$ cat src/hw/rtcsl_consts.svh
`ifndef RTCSL_CONSTS_SVH
`define RTCSL_CONSTS_SVH

// Control byte layout
`define RTCSL_CODE_MSB        7
`define RTCSL_CODE_LSB        4
`define RTCSL_CS_MSB          3
`define RTCSL_CS_LSB          1
`define RTCSL_RW_BIT          0
`define RTCSL_CODE_EEPROM     4'ha
`define RTCSL_CODE_RTCC       4'hd
`define RTCSL_CS_VALUE        3'h7

// Implemented byte addresses per space
`define RTCSL_RTCC_LAST       8'h5f
`define RTCSL_EE_LAST         8'h7f
`define RTCSL_EE_PROT_FIRST   8'hf0
`define RTCSL_EE_PROT_LAST    8'hf7
`define RTCSL_EE_STATUS       8'hff

// Byte framing
`define RTCSL_BITS_PER_BYTE   4'h8
`define RTCSL_BIT_CNT_ZERO    4'h0
`define RTCSL_BIT_CNT_ONE     4'h1
`define RTCSL_ADDR_STEP       8'h01

// Reset values
`define RTCSL_LINE_IDLE       1'b1
`define RTCSL_BYTE_RESET      8'h00

`endif

$ cat src/hw/rtcsl_pkg.sv
package rtcsl_pkg;

  typedef enum logic [2:0] {
    ST_IDLE,
    ST_CTRL,
    ST_ADDR,
    ST_WDATA,
    ST_RDATA,
    ST_IGNORE
  } rtcsl_state_type;

  typedef enum logic [1:0] {
    SP_NONE,
    SP_EEPROM,
    SP_RTCC
  } rtcsl_space_type;

endpackage : rtcsl_pkg

$ cat src/hw/rtcsl_mfp_out.sv
`timescale 1ns/1ps

module rtcsl_mfp_out (
  // Clock and reset
  input  wire logic clk_sys,
  input  wire logic sys_rst,
  // Function selection and levels
  input  wire logic alarmSel,
  input  wire logic alarmLevel,
  input  wire logic sqwSel,
  input  wire logic sqwLevel,
  input  wire logic gpOutBit,
  // Open-drain pin
  output logic      pinOut,
  output logic      pinOe
);

  logic level;

  // Square wave wins over alarm, general output otherwise
  always_comb begin
    if (sqwSel) begin
      level = sqwLevel;
    end else if (alarmSel) begin
      level = alarmLevel;
    end else begin
      level = gpOutBit;
    end
  end

  assign pinOut = 1'b0;

  // Open drain: only ever pull low
  always_ff @(posedge clk_sys) begin
    if (sys_rst) begin
      pinOe <= 1'b0;
    end else begin
      pinOe <= ~level;
    end
  end

endmodule : rtcsl_mfp_out

$ cat src/hw/rtcsl_sync.sv
`timescale 1ns/1ps

module rtcsl_sync #(
  parameter logic RESET_VAL = 1'b0
) (
  // Clock and reset
  input  wire logic clk_sys,
  input  wire logic sys_rst,
  // Asynchronous level in, synchronised level out
  input  wire logic asyncIn,
  output logic      syncOut
);

  logic stage1_reg;

  // First stage feeds only the second
  always_ff @(posedge clk_sys) begin
    if (sys_rst) begin
      stage1_reg <= RESET_VAL;
      syncOut    <= RESET_VAL;
    end else begin
      stage1_reg <= asyncIn;
      syncOut    <= stage1_reg;
    end
  end

endmodule : rtcsl_sync

$ cat src/hw/rtcsl_two_wire_slave.sv
// What this block does
// Detect Start when data falls while clock is high.
// Detect Stop when data rises while clock is high.
// Master opens each command with Start and ends each with Stop.
// Data changes only while clock is low; one bit per clock pulse.
// Master starts transfers only with both lines idle high.
// Master alone decides byte count between Start and Stop.
// Acknowledge by holding data low through the acknowledge clock high phase.
// Master gives a ninth clock pulse per byte for the acknowledge.
// No acknowledge for EEPROM control byte while programming; RTCC space still served.
// Ignore all bus activity while running from backup supply.
// Master marks last read byte by not acknowledging it.
// After unacknowledged read byte, release data high for Stop.
// First byte after Start is control; code 1010 EEPROM, 1101 RTCC/SRAM.
// Three chip-select bits must be ones to match.
// Control byte bit zero: one is read, zero is write.
// Valid slave address is acknowledged, then read or write follows.
// Multifunction pin: alarm, square wave, or open-drain general output.
// Withhold acknowledge for byte addresses outside the selected space.
// Unmatched control byte is not acknowledged; idle until next Start.
`include "rtcsl_consts.svh"
`timescale 1ns/1ps

module rtcsl_two_wire_slave (
  // Clock and reset
  input  wire logic                      clk_sys,
  input  wire logic                      sys_rst,
  // Serial bus pins
  input  wire logic                      sclIn,
  input  wire logic                      sdaIn,
  output logic                           sdaOut,
  output logic                           sdaOe,
  // Power and EEPROM status
  input  wire logic                      onBackup,
  input  wire logic                      eepromBusy,
  // Memory side
  output rtcsl_pkg::rtcsl_space_type     spaceSel,
  output logic                           readOp,
  output logic                           busActive,
  output logic [7:0]                     readAddr,
  input  wire logic [7:0]                readData,
  output logic                           readStrobe,
  output logic [7:0]                     writeAddr,
  output logic [7:0]                     writeData,
  output logic                           writeStrobe,
  // Multifunction pin control
  input  wire logic                      alarmSel,
  input  wire logic                      alarmLevel,
  input  wire logic                      sqwSel,
  input  wire logic                      sqwLevel,
  input  wire logic                      gpOutBit,
  // Multifunction pin
  output logic                           multifunction_pinOut,
  output logic                           multifunction_pinOe
);

  import rtcsl_pkg::*;

  logic            sclSync;
  logic            sdaSync;
  logic            backupSync;
  logic            sclPrev_reg;
  logic            sdaPrev_reg;
  logic            startEv;
  logic            stopEv;
  logic            riseEv;
  logic            fallEv;
  logic            byteDone;
  logic            ackEnd;
  logic            loadTx;
  logic            ackGive;
  logic            csOk;
  logic            hitRtcc;
  logic            hitEe;
  logic            inByte;
  rtcsl_state_type state_reg;
  rtcsl_space_type space_reg;
  logic [3:0]      bitCnt_reg;
  logic            ackPhase_reg;
  logic            masterAck_reg;
  logic [7:0]      rxByte_reg;
  logic [7:0]      txByte_reg;
  logic            sdaPull_reg;
  logic            readOp_reg;
  logic [7:0]      addr_reg;
  logic [7:0]      addr_next;

  // Pins cross into the system clock
  rtcsl_sync #(.RESET_VAL(`RTCSL_LINE_IDLE)) u_sync_scl (
    .clk_sys (clk_sys),
    .sys_rst (sys_rst),
    .asyncIn (sclIn),
    .syncOut (sclSync)
  );

  rtcsl_sync #(.RESET_VAL(`RTCSL_LINE_IDLE)) u_sync_sda (
    .clk_sys (clk_sys),
    .sys_rst (sys_rst),
    .asyncIn (sdaIn),
    .syncOut (sdaSync)
  );

  rtcsl_sync #(.RESET_VAL(1'b0)) u_sync_backup (
    .clk_sys (clk_sys),
    .sys_rst (sys_rst),
    .asyncIn (onBackup),
    .syncOut (backupSync)
  );

  // Line history for edge and condition detection
  always_ff @(posedge clk_sys) begin
    if (sys_rst) begin
      sclPrev_reg <= `RTCSL_LINE_IDLE;
      sdaPrev_reg <= `RTCSL_LINE_IDLE;
    end else begin
      sclPrev_reg <= sclSync;
      sdaPrev_reg <= sdaSync;
    end
  end

  assign startEv = sclSync & sclPrev_reg & sdaPrev_reg & ~sdaSync;
  assign stopEv  = sclSync & sclPrev_reg & ~sdaPrev_reg & sdaSync;
  assign riseEv  = sclSync & ~sclPrev_reg;
  assign fallEv  = ~sclSync & sclPrev_reg;

  // Ninth pulse is the acknowledge slot
  assign inByte   = (state_reg != ST_IDLE) && (state_reg != ST_IGNORE)
                    && (bitCnt_reg < `RTCSL_BITS_PER_BYTE) && !ackPhase_reg;
  assign byteDone = fallEv && (bitCnt_reg == `RTCSL_BITS_PER_BYTE) && !ackPhase_reg
                    && (state_reg != ST_IDLE) && (state_reg != ST_IGNORE);
  assign ackEnd   = fallEv && ackPhase_reg;

  // Control byte decode
  assign csOk    = rxByte_reg[`RTCSL_CS_MSB:`RTCSL_CS_LSB] == `RTCSL_CS_VALUE;
  assign hitRtcc = rxByte_reg[`RTCSL_CODE_MSB:`RTCSL_CODE_LSB] == `RTCSL_CODE_RTCC;
  assign hitEe   = rxByte_reg[`RTCSL_CODE_MSB:`RTCSL_CODE_LSB] == `RTCSL_CODE_EEPROM;

  function automatic logic addrInSpace(input rtcsl_space_type sp, input logic [7:0] a);
    logic ok;
    ok = 1'b0;
    if (sp == SP_RTCC) begin
      ok = a <= `RTCSL_RTCC_LAST;
    end else if (sp == SP_EEPROM) begin
      ok = (a <= `RTCSL_EE_LAST) || (a == `RTCSL_EE_STATUS)
           || ((a >= `RTCSL_EE_PROT_FIRST) && (a <= `RTCSL_EE_PROT_LAST));
    end
    return ok;
  endfunction : addrInSpace

  // Whether the byte just received earns an acknowledge
  always_comb begin
    ackGive = 1'b0;
    unique case (state_reg)
      ST_CTRL: begin
        ackGive = csOk && (hitRtcc || (hitEe && !eepromBusy));
      end
      ST_ADDR: begin
        ackGive = addrInSpace(space_reg, rxByte_reg);
      end
      ST_WDATA: begin
        ackGive = 1'b1;
      end
      ST_IDLE, ST_RDATA, ST_IGNORE: begin
        ackGive = 1'b0;
      end
    endcase
  end

  // A read byte is fetched after the control byte or a master acknowledge
  assign loadTx = ackEnd && (((state_reg == ST_CTRL) && readOp_reg)
                  || ((state_reg == ST_RDATA) && masterAck_reg));

  // Protocol state
  always_ff @(posedge clk_sys) begin
    if (sys_rst) begin
      state_reg    <= ST_IDLE;
      bitCnt_reg   <= `RTCSL_BIT_CNT_ZERO;
      ackPhase_reg <= 1'b0;
    end else if (backupSync) begin
      state_reg    <= ST_IDLE;
      bitCnt_reg   <= `RTCSL_BIT_CNT_ZERO;
      ackPhase_reg <= 1'b0;
    end else if (startEv) begin
      state_reg    <= ST_CTRL;
      bitCnt_reg   <= `RTCSL_BIT_CNT_ZERO;
      ackPhase_reg <= 1'b0;
    end else if (stopEv) begin
      state_reg    <= ST_IDLE;
      bitCnt_reg   <= `RTCSL_BIT_CNT_ZERO;
      ackPhase_reg <= 1'b0;
    end else if (riseEv && inByte) begin
      bitCnt_reg <= bitCnt_reg + `RTCSL_BIT_CNT_ONE;
    end else if (byteDone) begin
      if ((state_reg == ST_RDATA) || ackGive) begin
        ackPhase_reg <= 1'b1;
      end else begin
        state_reg  <= ST_IGNORE;
        bitCnt_reg <= `RTCSL_BIT_CNT_ZERO;
      end
    end else if (ackEnd) begin
      ackPhase_reg <= 1'b0;
      bitCnt_reg   <= `RTCSL_BIT_CNT_ZERO;
      unique case (state_reg)
        ST_CTRL: begin
          state_reg <= readOp_reg ? ST_RDATA : ST_ADDR;
        end
        ST_ADDR, ST_WDATA: begin
          state_reg <= ST_WDATA;
        end
        ST_RDATA: begin
          state_reg <= masterAck_reg ? ST_RDATA : ST_IGNORE;
        end
        ST_IDLE, ST_IGNORE: begin
          state_reg <= state_reg;
        end
      endcase
    end
  end

  // Receive shifter and master acknowledge sample
  always_ff @(posedge clk_sys) begin
    if (sys_rst) begin
      rxByte_reg    <= `RTCSL_BYTE_RESET;
      masterAck_reg <= 1'b0;
    end else if (riseEv && inByte) begin
      rxByte_reg <= {rxByte_reg[6:0], sdaSync};
    end else if (riseEv && ackPhase_reg && (state_reg == ST_RDATA)) begin
      masterAck_reg <= ~sdaSync;
    end
  end

  // Control byte results
  always_ff @(posedge clk_sys) begin
    if (sys_rst) begin
      space_reg  <= SP_NONE;
      readOp_reg <= 1'b0;
    end else if (byteDone && (state_reg == ST_CTRL) && ackGive) begin
      space_reg  <= hitEe ? SP_EEPROM : SP_RTCC;
      readOp_reg <= rxByte_reg[`RTCSL_RW_BIT];
    end
  end

  // Data line drive, changed on clock falls and cleared on Start, Stop or backup
  always_ff @(posedge clk_sys) begin
    if (sys_rst) begin
      sdaPull_reg <= 1'b0;
      txByte_reg  <= `RTCSL_BYTE_RESET;
    end else if (backupSync || startEv || stopEv) begin
      sdaPull_reg <= 1'b0;
    end else if (byteDone) begin
      sdaPull_reg <= (state_reg != ST_RDATA) && ackGive;
    end else if (loadTx) begin
      sdaPull_reg <= ~readData[7];
      txByte_reg  <= {readData[6:0], 1'b0};
    end else if (ackEnd) begin
      sdaPull_reg <= 1'b0;
    end else if (fallEv && (state_reg == ST_RDATA) && !ackPhase_reg
                 && (bitCnt_reg != `RTCSL_BIT_CNT_ZERO)) begin
      sdaPull_reg <= ~txByte_reg[7];
      txByte_reg  <= {txByte_reg[6:0], 1'b0};
    end
  end

  // Byte address pointer
  always_comb begin
    addr_next = addr_reg;
    if (ackEnd && (state_reg == ST_ADDR)) begin
      addr_next = rxByte_reg;
    end else if ((ackEnd && (state_reg == ST_WDATA))
                 || (byteDone && (state_reg == ST_RDATA))) begin
      addr_next = addr_reg + `RTCSL_ADDR_STEP;
    end
  end

  // Pointer survives a repeated Start so a read can follow the address write
  always_ff @(posedge clk_sys) begin
    if (sys_rst) begin
      addr_reg <= `RTCSL_BYTE_RESET;
    end else if (!backupSync) begin
      addr_reg <= addr_next;
    end
  end

  // Memory side strobes
  always_ff @(posedge clk_sys) begin
    if (sys_rst) begin
      writeStrobe <= 1'b0;
      writeAddr   <= `RTCSL_BYTE_RESET;
      writeData   <= `RTCSL_BYTE_RESET;
      readStrobe  <= 1'b0;
    end else begin
      writeStrobe <= ackEnd && (state_reg == ST_WDATA) && !backupSync;
      readStrobe  <= loadTx && !backupSync;
      if (ackEnd && (state_reg == ST_WDATA)) begin
        writeAddr <= addr_reg;
        writeData <= rxByte_reg;
      end
    end
  end

  // Open drain: only ever pull low
  assign sdaOut    = 1'b0;
  assign sdaOe     = sdaPull_reg;
  assign spaceSel  = space_reg;
  assign readOp    = readOp_reg;
  assign readAddr  = addr_reg;
  assign busActive = (state_reg != ST_IDLE) && (state_reg != ST_IGNORE);

  rtcsl_mfp_out u_mfp (
    .clk_sys    (clk_sys),
    .sys_rst    (sys_rst),
    .alarmSel   (alarmSel),
    .alarmLevel (alarmLevel),
    .sqwSel     (sqwSel),
    .sqwLevel   (sqwLevel),
    .gpOutBit   (gpOutBit),
    .pinOut     (multifunction_pinOut),
    .pinOe      (multifunction_pinOe)
  );

endmodule : rtcsl_two_wire_slave

$ cat config.mk
export PLATFORM = sky130hd
export DESIGN_NAME = rtcsl_two_wire_slave
export DESIGN_NICKNAME = d
export VERILOG_FILES = /design/src/hw/rtcsl_pkg.sv /design/src/hw/rtcsl_mfp_out.sv /design/src/hw/rtcsl_sync.sv /design/src/hw/rtcsl_two_wire_slave.sv
export VERILOG_INCLUDE_DIRS = /design/src /design/src/hw
export SDC_FILE = /design/constraint.sdc
export NUM_CORES = 1
export LEC_CHECK = 0
export BUFFER_PORTS_ARGS = -buffer_cell sky130_fd_sc_hd__buf_2
export CAP_MARGIN = 30
export CORE_MARGIN = 4
export CORE_UTILIZATION = 30
export DETAILED_ROUTE_END_ITERATION = 8
export GPL_ROUTABILITY_DRIVEN = 0
export GPL_TIMING_DRIVEN = 0
export SYNTH_ARGS = -nofsm -noshare
export SYNTH_HDL_FRONTEND = slang
export SYNTH_SLANG_ARGS = --single-unit
$ cat constraint.sdc
create_clock -name clk_sys -period 3.8 [get_ports clk_sys]
set_clock_uncertainty 0.1 [all_clocks]
set_input_delay 0.19 -clock clk_sys [delete_from_list [all_inputs] [get_ports clk_sys]]
set_output_delay 0.19 -clock clk_sys [all_outputs]
set_load 0.02 [all_outputs]
==> impl_metrics.tcl <==
set metrics [dict create \
    reg2reg_to "readAddr[3]" \
    grt_max_degree 11 \
    multi_input_area_um2 1510 \
    core.rowCount 35 \
    synth.avg_cell_area_um2 8.31 \
    fp.dieH_um 107 \
    ff_latch_area_um2 1260 \
    grt_pass1_vias 2489 \
    numClockSinks 63 \
    cts_tree "built" \
    async_flop_share_pct 0 \
    synth_ff_type "dfxtp_1" \
    h-tree-depth 3 \
    cts_resized 0 \
    vias 2682 \
    drt_first_pass_iters 4 \
    criticalPathCategory "register to register" \
    ctsHoldBuffers 4 \
    drive_above_1_share_pct 23.2 \
    max_cap_violations 0 \
    setup-violations-final 0 \
    cp_max_fo 10 \
    die_w_um 107 \
    required_ns 3.91 \
    hold_end "u_mfp.pinOe" \
    grt_pass1_wl_um 12100 \
    yosys_warnings 0 \
    period_share_pct 59.5 \
    yosys.area.top_type "dfxtp_1" \
    overflow 0 \
    placedCellCount 532 \
    end_kind "register" \
    rsz0062_at_grt "no" \
    max_freq_mhz 442 \
    ant_nets 0 \
    post-cts-setup-buffer-count 0 \
    port_buffers 49 \
    yosysMostFrequentCell "nand2_1" \
    power.leakage_nw 1.40 \
    avgViaCountPerCell 4.87 \
    fin_tns_setup_ns 0 \
    max_slew_margin_pct 57.7 \
    nets 440 \
    routed_wl_um 7370 \
    globalRouteTotalUtil_pct 13.4 \
    r2r_slack_ns 1.54 \
    initial_core_util_pct 31.3 \
    synth_edf_count 0 \
    synth_area_leaders "dfxtp_1 (43%), nand2_1 (8.7%), a21oi_1 (7.0%), mux2i_1 (3.8%), nor2_1 (2.8%)" \
    cts_root_buffer "clkbuf_8" \
    drt_iter0_drc 174 \
    ir_worst_vdd_v 0.000138 \
    ys_seq_area_share_pct 43.0 \
    tightest_slew_ns 0.630 \
    num_io_pins 53 \
    synth_area_um2 2930 \
    status "complete, no violations" \
    finalMaxSlewViolations 0 \
    r2r-start "state_reg[1]" \
    antenna_found_initial 0 \
    antenna_cells 0 \
    synth_top_area_share_pct 43.0 \
    clock_path_buffers 2 \
    p_per_area_nw_per_um2 386 \
    holdCritStartpoint "sqwLevel" \
    synth_seq_cells 63 \
    core_region_area_um2 9370 \
    drc 0 \
    worstPathArrival_ns 2.37 \
    fin_crit_ns 2.26 \
    stdcell_count 551 \
    path_clk_slew_ns 0.06 \
    hpwl_um 5300 \
    yosysUniqueCellTypes 51 \
    wl_per_cell_um 13.4 \
    worstHoldPathType "primary input to register" \
    min_path_cells 3 \
    insertion_delay_ns 0.35 \
    startpoint_type "register" \
    dieArea_um2 11400 \
    syn_inst 353 \
    fill_cells 983 \
    cts_buffers 9 \
    syn_to_final_growth_pct 23.2 \
    synthTopCellsByCount "nand2_1 (68), dfxtp_1 (63), a21oi_1 (41)" \
    hold_viol 0 \
    reg2regPathDepth 7 \
]
final cells by class:
type	instances	area share [%]
Clock inverter	3	1.80
Tap cell	129	4.47
Inverter	10	1.04
Buffer	23	3.70
Multi-Input combinational cell	258	41.6
Clock buffer	12	4.57
Timing Repair Buffer	53	7.89
Sequential cell	63	34.9
cell families after synthesis:
logic type      count (synthesis)  share of synthesized area, %
compound gates                 85                          19.3
xor+xnor                        1                         0.299
fa+ha+maj                       3                          1.28
buf+inv                        33                          5.84
flops                          63                          43.0
mux                            13                          4.52
other cells                     1                         0.128
simple gates                  154                          25.7
through the flow:
| stage | power, mW | setup WS [ns] | hold slack [ns] | util [%] | cell area [um2] |
|---|---|---|---|---|---|
| after floorplan | 0.711 | 1.84 | 0.194 | - | 2940 |
| after global placement | 0.729 | 1.58 | 0.273 | 35.7 | 3340 |
| after detailed placement | 0.730 | 1.56 | 0.275 | 35.7 | 3340 |
| after CTS | 1.41 | 1.54 | 0.00621 | 38.6 | 3610 |
| after global routing | 1.44 | 1.30 | 0.0172 | 38.6 | 3610 |
| final | 1.40 | 1.54 | 0.0221 | 38.6 | 3610 |
how the worst max path moves through the flow:
| stage | start | end | slack (ns) | cells after the start |
|---|---|---|---|---|
| floorplan | bitCnt_reg[0] | txByte_reg[3] | 1.84 | 10 |
| detailed placement | state_reg[1] | readAddr[3] | 1.56 | 7 |
| global route | state_reg[1] | readAddr[5] | 1.30 | 8 |
| global placement | state_reg[1] | readAddr[5] | 1.58 | 7 |
| finish | state_reg[1] | readAddr[3] | 1.54 | 7 |
| CTS | state_reg[1] | readAddr[3] | 1.54 | 7 |
layout by cell type (no fill, tap or decap), drive strengths merged, types with 6 or more instances in the layout:
master,netlist,final
a211oi,9,9
buf,10,59
mux2i,11,11
nor3b,7,7
a21oi,42,42
o21ai,13,13
nand3,9,9
dfxtp,63,63
or2,8,8
clkbuf,13,25
nor2,26,26
nand4,6,6
inv,10,10
nand2,68,68
nor2b,7,7
nor3,7,7
power by group:
| part | switching (mW) | internal [mW] |
|---|---|---|
| sequential | 0.00367 | 0.664 |
| clock | 0.259 | 0.418 |
| combinational | 0.0280 | 0.0216 |
| total | 0.291 | 1.10 |
metal layers:
layer	vias to the layer above	GRT usage [%]	wire (um)
li1	1343	-	-
met1	1251	17.9	3460
met2	77	20.5	3300
met3	11	3.07	464
met4	0	6.39	145
met5	-	0	0
critical path, stage by stage, from the launching register on:
cell and delay [ns]:
dfxtp_1 0.30, buf_2 0.22, nor2b_1 0.40, nor3b_1 0.36, clkbuf_1 0.36, o21ai_0 0.15
a2bb2oi_1 0.20, nor2_1 0.05
Power figures use the tool's default switching activity.
